`src/logic/fnps_map.svh`:
```
// Purpose: offsets, field layout and reset values of the frame number block
// Assumes: byte offsets on the controller's register access port
// Notes:   constants only
`ifndef FNPS_MAP_SVH
`define FNPS_MAP_SVH

`define FNPS_ADDR_W          8
`define FNPS_OFS_FRAME_COUNT 8'h3C
`define FNPS_OFS_PERIODIC    8'h40
`define FNPS_FIELD_W         14
`define FNPS_COUNT_W         16
`define FNPS_FIELD_MSB       13
`define FNPS_FRAME_COUNT_RST 16'h0000
`define FNPS_PERIODIC_RST    14'h0000
`define FNPS_FI_NOMINAL      14'h2EDF
`define FNPS_REMAIN_RST      14'h0000

`endif

```
`src/logic/fnps_pkg.sv`:
```
// Purpose: types shared by the frame number block
// Assumes: nothing beyond the map header
// Notes:   one-hot frame start sequence states
package fnps_pkg;

  typedef enum logic [3:0]
  {
    FNPS_IDLE = 4'h1,
    FNPS_SOF  = 4'h2,
    FNPS_HCCA = 4'h4,
    FNPS_FLAG = 4'h8
  } fnps_state_t;

endpackage : fnps_pkg

```
`src/logic/fnps_down_counter.sv`:
```
// Purpose: frame remaining down counter with reload
// Assumes: tick is a one-cycle pulse per bit time, same clock
// Notes:   reload pulse marks the frame boundary
`timescale 1ns/1ns
`default_nettype none

module fnps_down_counter
#(
  parameter int WIDTH = 14
)
(
  input  wire logic             ref_clk,
  input  wire logic             rstn,
  input  wire logic             tick,
  input  wire logic             force_load,
  input  wire logic [WIDTH-1:0] load_value,
  output logic      [WIDTH-1:0] count,
  output logic                  reload
);

  logic [WIDTH-1:0] next_count;

  ////////////////////////////////////////////////////////////////////////
  always_comb
  begin
    reload     = force_load | (tick & (count == '0));
    next_count = count;
    if (reload)
    begin
      next_count = load_value;
    end
    else if (tick)
    begin
      next_count = count - WIDTH'(1);
    end
  end

  always_ff @(posedge ref_clk or negedge rstn)
  begin
    if (!rstn)
    begin
      count <= '0;
    end
    else
    begin
      count <= next_count;
    end
  end

endmodule : fnps_down_counter

`default_nettype wire

```
`src/logic/fnps_frame_number.sv`:
```
// Purpose: frame count, start-of-frame sequence and periodic start threshold
// Assumes: all inputs come from logic on ref_clk; bit_tick pulses per bit time
// Notes:   registers reached through the controller's register access port
//
// What this block does
// - frame count adds one whenever frame remaining reloads from interval, except in a cycle that writes the count register
// - frame count wraps to zero after FFFFh; register shows bits 13..0
// - entering operational state increments frame count straight away
// - increment, send SOF, write count to HCCA, then allow first ED fetch
// - after HCCA write completes, set start-of-frame flag (status bit 2)
// - hardware reset clears the 14-bit periodic start threshold
// - at threshold, periodic lists take priority over control and bulk
// - a running control or bulk transaction finishes before interrupt list
// - frame remaining counts down per bit time, reloads after reaching zero
// - frame interval defaults to 11,999 bit times after reset
`timescale 1ns/1ns
`default_nettype none
`include "fnps_map.svh"

module fnps_frame_number
(
  input  wire logic                          ref_clk,
  input  wire logic                          rstn,
  input  wire logic                          bit_tick,
  input  wire logic                          operational_state,
  input  wire logic                          fi_wr,
  input  wire logic [`FNPS_FIELD_W-1:0]      fi_wdata,
  input  wire logic                          reg_wr,
  input  wire logic                          reg_rd,
  input  wire logic [`FNPS_ADDR_W-1:0]       reg_addr,
  input  wire logic [31:0]                   reg_wdata,
  output logic      [31:0]                   reg_rdata,
  output logic                               reg_rvalid,
  input  wire logic                          hcca_wr_ack,
  output logic                               hcca_wr_req,
  output logic      [`FNPS_COUNT_W-1:0]      hcca_wr_data,
  output logic                               sof_send,
  output logic                               start_of_frame_flag,
  output logic                               ed_fetch_allow,
  output logic      [`FNPS_FIELD_W-1:0]      remaining_bit_times,
  input  wire logic                          xfer_busy,
  output logic                               periodic_priority,
  output logic                               nonperiodic_allow,
  output logic                               periodic_start,
  output fnps_pkg::fnps_state_t              seq_state
);
  import fnps_pkg::*;

  logic [`FNPS_FIELD_W-1:0] frame_interval_value;
  logic [`FNPS_FIELD_W-1:0] next_frame_interval_value;
  logic [`FNPS_COUNT_W-1:0] frame_count_field;
  logic [`FNPS_COUNT_W-1:0] next_frame_count_field;
  logic [`FNPS_FIELD_W-1:0] periodic_start_reg;
  logic [`FNPS_FIELD_W-1:0] next_periodic_start_reg;
  logic                     op_prev;
  logic                     op_enter;
  logic                     boundary;
  logic                     pend;
  logic                     next_pend;
  fnps_state_t              next_seq_state;
  logic [`FNPS_COUNT_W-1:0] next_hcca_wr_data;
  logic [31:0]              next_reg_rdata;
  logic                     wr_count;
  logic                     wr_periodic;

  ////////////////////////////////////////////////////////////////////////
  // frame remaining counter and its reload
  assign op_enter = operational_state & ~op_prev;

  fnps_down_counter
  #(
    .WIDTH (`FNPS_FIELD_W)
  )
  u_remaining
  (
    .ref_clk    (ref_clk),
    .rstn       (rstn),
    .tick       (bit_tick),
    .force_load (op_enter),
    .load_value (frame_interval_value),
    .count      (remaining_bit_times),
    .reload     (boundary)
  );

  ////////////////////////////////////////////////////////////////////////
  // registers
  assign wr_count    = reg_wr & (reg_addr == `FNPS_OFS_FRAME_COUNT);
  assign wr_periodic = reg_wr & (reg_addr == `FNPS_OFS_PERIODIC);

  always_comb
  begin
    next_frame_interval_value = frame_interval_value;
    if (fi_wr)
    begin
      next_frame_interval_value = fi_wdata;
    end
    next_periodic_start_reg = periodic_start_reg;
    if (wr_periodic)
    begin
      // reserved bits are not stored, so they always read back zero
      next_periodic_start_reg = reg_wdata[`FNPS_FIELD_MSB:0];
    end
    next_frame_count_field = frame_count_field;
    if (wr_count)
    begin
      next_frame_count_field = {2'h0, reg_wdata[`FNPS_FIELD_MSB:0]};
    end
    else if (boundary)
    begin
      // 16-bit add wraps to zero after FFFFh by itself
      next_frame_count_field = frame_count_field + 16'h0001;
    end
    next_reg_rdata = 32'h0000_0000;
    if (reg_rd)
    begin
      unique case (reg_addr)
        `FNPS_OFS_FRAME_COUNT:
          next_reg_rdata = {18'h00000, frame_count_field[`FNPS_FIELD_MSB:0]};
        `FNPS_OFS_PERIODIC:
          next_reg_rdata = {18'h00000, periodic_start_reg};
        default:
          next_reg_rdata = 32'h0000_0000;
      endcase
    end
  end

  always_ff @(posedge ref_clk or negedge rstn)
  begin
    if (!rstn)
    begin
      frame_interval_value <= `FNPS_FI_NOMINAL;
      periodic_start_reg   <= `FNPS_PERIODIC_RST;
      frame_count_field    <= `FNPS_FRAME_COUNT_RST;
      op_prev              <= 1'b0;
      reg_rdata            <= 32'h0000_0000;
      reg_rvalid           <= 1'b0;
    end
    else
    begin
      frame_interval_value <= next_frame_interval_value;
      periodic_start_reg   <= next_periodic_start_reg;
      frame_count_field    <= next_frame_count_field;
      op_prev              <= operational_state;
      reg_rdata            <= next_reg_rdata;
      reg_rvalid           <= reg_rd;
    end
  end

  ////////////////////////////////////////////////////////////////////////
  // frame start sequence: SOF, count to HCCA, flag, then ED fetch
  always_comb
  begin
    next_seq_state    = seq_state;
    next_hcca_wr_data = hcca_wr_data;
    unique case (seq_state)
      FNPS_IDLE:
      begin
        if (boundary)
        begin
          next_seq_state = FNPS_SOF;
        end
      end
      FNPS_SOF:
      begin
        // the count already holds the new frame's value here
        next_hcca_wr_data = frame_count_field;
        next_seq_state    = FNPS_HCCA;
      end
      FNPS_HCCA:
      begin
        if (hcca_wr_ack)
        begin
          next_seq_state = FNPS_FLAG;
        end
      end
      FNPS_FLAG:
      begin
        next_seq_state = FNPS_IDLE;
      end
      default:
      begin
        next_seq_state = FNPS_IDLE;
      end
    endcase
  end

  always_ff @(posedge ref_clk or negedge rstn)
  begin
    if (!rstn)
    begin
      seq_state    <= FNPS_IDLE;
      hcca_wr_data <= `FNPS_FRAME_COUNT_RST;
    end
    else
    begin
      seq_state    <= next_seq_state;
      hcca_wr_data <= next_hcca_wr_data;
    end
  end

  assign sof_send            = (seq_state == FNPS_SOF);
  assign hcca_wr_req         = (seq_state == FNPS_HCCA);
  assign start_of_frame_flag = (seq_state == FNPS_FLAG);
  // ED fetch waits until the count is in memory and the flag is raised
  assign ed_fetch_allow      = (seq_state == FNPS_IDLE) & ~boundary;

  ////////////////////////////////////////////////////////////////////////
  // periodic start threshold
  always_comb
  begin
    next_pend = pend;
    if (boundary)
    begin
      next_pend = 1'b0;
    end
    else if (remaining_bit_times == periodic_start_reg)
    begin
      next_pend = 1'b1;
    end
  end

  always_ff @(posedge ref_clk or negedge rstn)
  begin
    if (!rstn)
    begin
      pend <= 1'b0;
    end
    else
    begin
      pend <= next_pend;
    end
  end

  assign periodic_priority = pend;
  // no new control or bulk work once the threshold is met
  assign nonperiodic_allow = ~pend;
  // running transaction is never cut short; list waits for it
  assign periodic_start    = pend & ~xfer_busy;

endmodule : fnps_frame_number

`default_nettype wire

```
`config.mk`:
```
export PLATFORM = sky130hd
export DESIGN_NAME = fnps_frame_number
export DESIGN_NICKNAME = d
export VERILOG_FILES = /design/src/logic/fnps_pkg.sv /design/src/logic/fnps_down_counter.sv /design/src/logic/fnps_frame_number.sv
export VERILOG_INCLUDE_DIRS = /design/src /design/src/logic
export SDC_FILE = /design/constraint.sdc
export NUM_CORES = 1
export LEC_CHECK = 0
export BUFFER_PORTS_ARGS = -buffer_cell sky130_fd_sc_hd__buf_4
export CAP_MARGIN = 10
export CORE_ASPECT_RATIO = 0.8
export CORE_UTILIZATION = 25
export DETAILED_ROUTE_END_ITERATION = 6
export GPL_ROUTABILITY_DRIVEN = 0
export SYNTH_ARGS = -nofsm -noshare
export SYNTH_HDL_FRONTEND = slang
export SYNTH_HIERARCHICAL = 1
export SYNTH_SLANG_ARGS = --single-unit
```
`constraint.sdc`:
```
create_clock -name ref_clk -period 5.1 [get_ports ref_clk]
set_input_delay 1.02 -clock ref_clk [delete_from_list [all_inputs] [get_ports ref_clk]]
set_output_delay 1.02 -clock ref_clk [all_outputs]
set_load 0.005 [all_outputs]
```
Yosys cells after proc, flatten, opt, wreduce, memory -nomap -nowiden
Cells that the tools add are included.
- register bits after elaboration: 113
- output and inout bits: 74
- input port bits: 63
- word-level logic and storage cells: 48
- reduce and logical (&&, ||, !) cells: 5
- multiplexer cells: 11
- equality and inequality tests: 9
- bitwise gates (word level): 11
- add/subtract/negate cells: 2
- operators by type and width (kind ; count):
    14-bit 2-to-1 mux ; 3
    16-bit 2-to-1 mux ; 2
    14-bit case mux with 2 select lines ; 1
    16-bit by 1-bit adder with 16-bit output, second input constant ; 1
    14-bit equality test ; 1
    14-bit logical NOT ; 1
    14-bit by 1-bit subtractor with 14-bit output, second input constant ; 1
    4-bit case mux with 3 select lines ; 1
    8-bit by 6-bit equality test with 1-bit output, second input constant ; 1
    8-bit by 7-bit equality test with 1-bit output, second input constant ; 1
    4-bit 2-to-1 mux ; 2
    1-bit bitwise AND ; 6
    2-bit nonzero test ; 3
    4-bit by 1-bit equality test with 1-bit output, second input constant ; 1
    4-bit by 2-bit equality test with 1-bit output, second input constant ; 1
    4-bit by 3-bit equality test with 1-bit output, second input constant ; 1
    4-bit equality test, second input constant ; 1
    2-bit inequality test, second input constant ; 2
    1-bit inverter ; 4
    1-bit 2-to-1 mux ; 2
    2-bit AND reduction ; 1
    1-bit OR ; 1

Logic depth before layout (Yosys ltp)
- depth after elaboration: 5
- gate-level depth with buffers: 11
- gate-level depth less buffers: 9

Hierarchy
The synthesis kept the hierarchy.
- modules (own cells, without submodules) (module ; sequential area each (um^2) ; cells an instance ; instances ; area each (um^2)):
    fnps_frame_number ; 2042.0 ; 307 ; 1 ; 3724.8
    fnps_down_counter ; 350.3 ; 89 ; 1 ; 853.3

Least setup slack after synthesis
Ideal clock, no wire load.
- kind: input -> output
- start: in bit_tick
- end: out ed_fetch_allow
- data required time: 4.080 ns
- buffers on the path: 2
- arrival time: 2.287 ns
- stages on the path: 6
- slack: 1.793 ns
- cell sequence: and4bb_2 > a41oi_4 > buf_6 > inv_1 > buf_2 > nor4bb_1
- longest elaborated chain between the ends: 4
- ends and longest elaborated chain (what ; RTL line ; RTL):
    start: declaration ; fnps_frame_number.sv:24 ; input wire logic bit_tick,
    1-bit bitwise AND ; fnps_down_counter.sv:26 ; reload = force_load | (tick & (count == '0));
    1-bit OR ; fnps_down_counter.sv:26 ;
    net boundary ; fnps_frame_number.sv:57 ; logic boundary;
    1-bit inverter ; fnps_frame_number.sv:205 ; assign ed_fetch_allow = (seq_state == FNPS_IDLE) & ~boundary;
    1-bit bitwise AND ; fnps_frame_number.sv:205 ;
    end: declaration ; fnps_frame_number.sv:39 ; output logic ed_fetch_allow,
The timed path passes the listed nets, and every way through them passes these cells.

Final worst setup path
Same ends and word-level chain as after synthesis.

==> reports/metrics.cfg <==
[floorplanning]
top_level_ports=137
core_mm2=0.0176
die_area_mm2=0.0189
start_util=0.259
die_height_um=123
die_w_um=153
std_cell_rows=43

[sta]
post-route-period-util=0.628
grt_setup_unrepaired=no
tns_ps=0
fmax_ghz=0.312
fin_crit_ps=3200
setup_ws_ps=1900
setup_viol=0
worst_pin_slew_ps=711
holdWs_ps=510
max-slew-margin-rel=0.525
hold_viol=0
fin_skew_ps=8.26
report.final.slew_viol_count=0

[global_routing]
grt_max_degree=50
grt_pass1_vias=3379
overflow=0
grtUsageTotal=0.130
grt_pass1_wl_um=18600
antenna_found_initial=0

[clocking]
cts_buffers=9
cts_htree_levels=3
cts_tree=built
cts_sinks=95
hold_buffers=0
postCtsResizedCells=0
cts_root_buf=clkbuf_16
insertion_delay_ps=350
cts_setup_buffers=0
path_clk_slew_ps=70
cts.path.max_buffers=2

[cells_and_area]
top_regs=frame_count_field: 16 flops, hcca_wr_data: 16 flops
n_antenna_cell=0
final_nets=563
final_util=0.329
synthToLayoutAreaGrowth_pct=27.0
drive_gt1_frac=0.379

[place]
numPortBuffers=100
dpl.hpwl_um=8790
dp_slack_ps=1860

[yosys]
synth-edff-count=0
syn_inst=396
yosysSeqAreaShare=0.523
synth_common_cells=83 x dfrtp_1, 44 x mux2_2, 24 x nand2_1, 24 x xor2_1, 22 x nor2_1
yosys.area.top_type=dfrtp_1
ys_ff_latch=95
ys_types=50
synth.most_common_cell=dfrtp_1
synth_warnings=6
ys_top_cells_by_area=dfrtp_1 45%, mux2_2 11%, dfstp_2 6.9%
syn_area_mm2=0.00458
syn-mean-instance-area_um2=11.6
synth-main-ff-cell=dfrtp_1
async_reset_ff_frac=1.00
synth_top_area_share=0.454

[setup_path]
cp.arrival_ps=2180
critical-path-top-delay-family=simple AND/OR/NAND/NOR gates
crit_buf_inv=3
path_common_cell=buf_4
slowest_delay_ps=300
slowest_stage=nor4bb_1
crit_type=in2out
required_ps=4080
path_cells=buf_4 > and4bb_2 > a41oi_4 > inv_1 > nor4bb_1 > buf_4
startpoint_type=primary input
critPathCaptureType=output port
critPathMaxFanout=7

[route]
dr.pass1.iters=4
routed_wl_um=11600
vias=3257
drc_errors=0
wl_per_cell_um=15.9
drt-initial-drc-count=117
drtAntennaViolNets=0
via_per_inst=4.49

[job]
drv_cap=0

[pwr]
power_density_mw_per_mm2=360
leakage_uw=0.00256
ir_worst_vdd_mv=0.158

[min_path]
hold_path.class=reg2reg

[status]
status=finished clean

worst register-to-register path: stages (launching register included):
cell	delay (ps)
dfrtp_1	460
nor4_2	590
a41oi_4	180
inv_1	150
buf_4	200
nand3_1	230
or2_2	360
or3_1	330
a21oi_2	150
cells by family (layout without fill, tap and decap cells):
group / Yosys count / count (layout) / synth area share
and+or+nand+nor: 119 / 119 / 0.151
DFF: 95 / 95 / 0.523
AOI/OAI and AO/OA: 51 / 51 / 0.0713
muxes: 46 / 46 / 0.114
buffers and inverters: 41 / 129 / 0.0560
xor gates and xnor gates: 40 / 40 / 0.0765
adders and majority gates: 3 / 3 / 0.00820
other: 1 / 18 / 0.000819
layer usage:
metal	wire (um)	global-route usage
met1	5510	0.179
met2	5150	0.194
met3	762	0.0438
met4	151	0.0385
met5	0	0
power breakdown:
part	internal, uW	switching (uW)
Clock	441	291
Combinational	208	158
Sequential	859	135
Total	1510	583
per-stage QoR:
step | power, uW | cell area (um2) | std cells
6_report | 2090 | 5810 | 726
5_1_grt | 2210 | 5810 | 726
3_3_place_gp | 1370 | 5490 | 711
2_1_floorplan | 1180 | 4640 | 413
3_5_place_dp | 1380 | 5490 | 711
4_1_cts | 2130 | 5810 | 726
layout by cell type (no fill, tap or decap), types with 2 or more instances in the layout:
cell       count
clkbuf_16      9
ha_1           3
mux2_2        44
nor2b_1       15
nand3_1        6
buf_4        106
o21ai_0       14
clkinv_4       2
or3_1          2
conb_1        18
dfrtp_1       83
a21oi_1       15
o21ai_1        2
inv_1          8
nor3_2         2
xnor2_1       16
nor2_1        22
a22oi_1       14
nor4_1        11
nand2_1       24
and2_1         2
nor3_1         6
xor2_1        24
nor4b_1        3
nor3b_1        2
bufinv_16      2
dfstp_2       12
nand4_1       11
final timing paths:
check	slack, ps	to	cells past startpoint	startpoint
setup / recovery	1900	ed_fetch_allow	6	bit_tick
hold / removal	510	hcca_wr_data[15]	1	frame_count_field[15]
setup reg to reg	2390	frame_count_field[14]	8	u_remaining/count[8]
hold reg to reg	510	hcca_wr_data[15]	1	frame_count_field[15]
max in group asynchronous	3360	u_remaining/count[13]	2	rstn
min in group asynchronous	680	frame_count_field[8]	1	rstn
layout make-up:
cell class | instances | area [um2]
clock buffer | 10 | 239
timing repair buffer | 106 | 796
clock inverter | 5 | 82.6
tap | 225 | 282
fill | 1812 | 11800
inverter | 8 | 30.0
sequential | 95 | 2390
multi-input combinational | 277 | 1990
No activity file was read; power rests on OpenSTA's default activity.
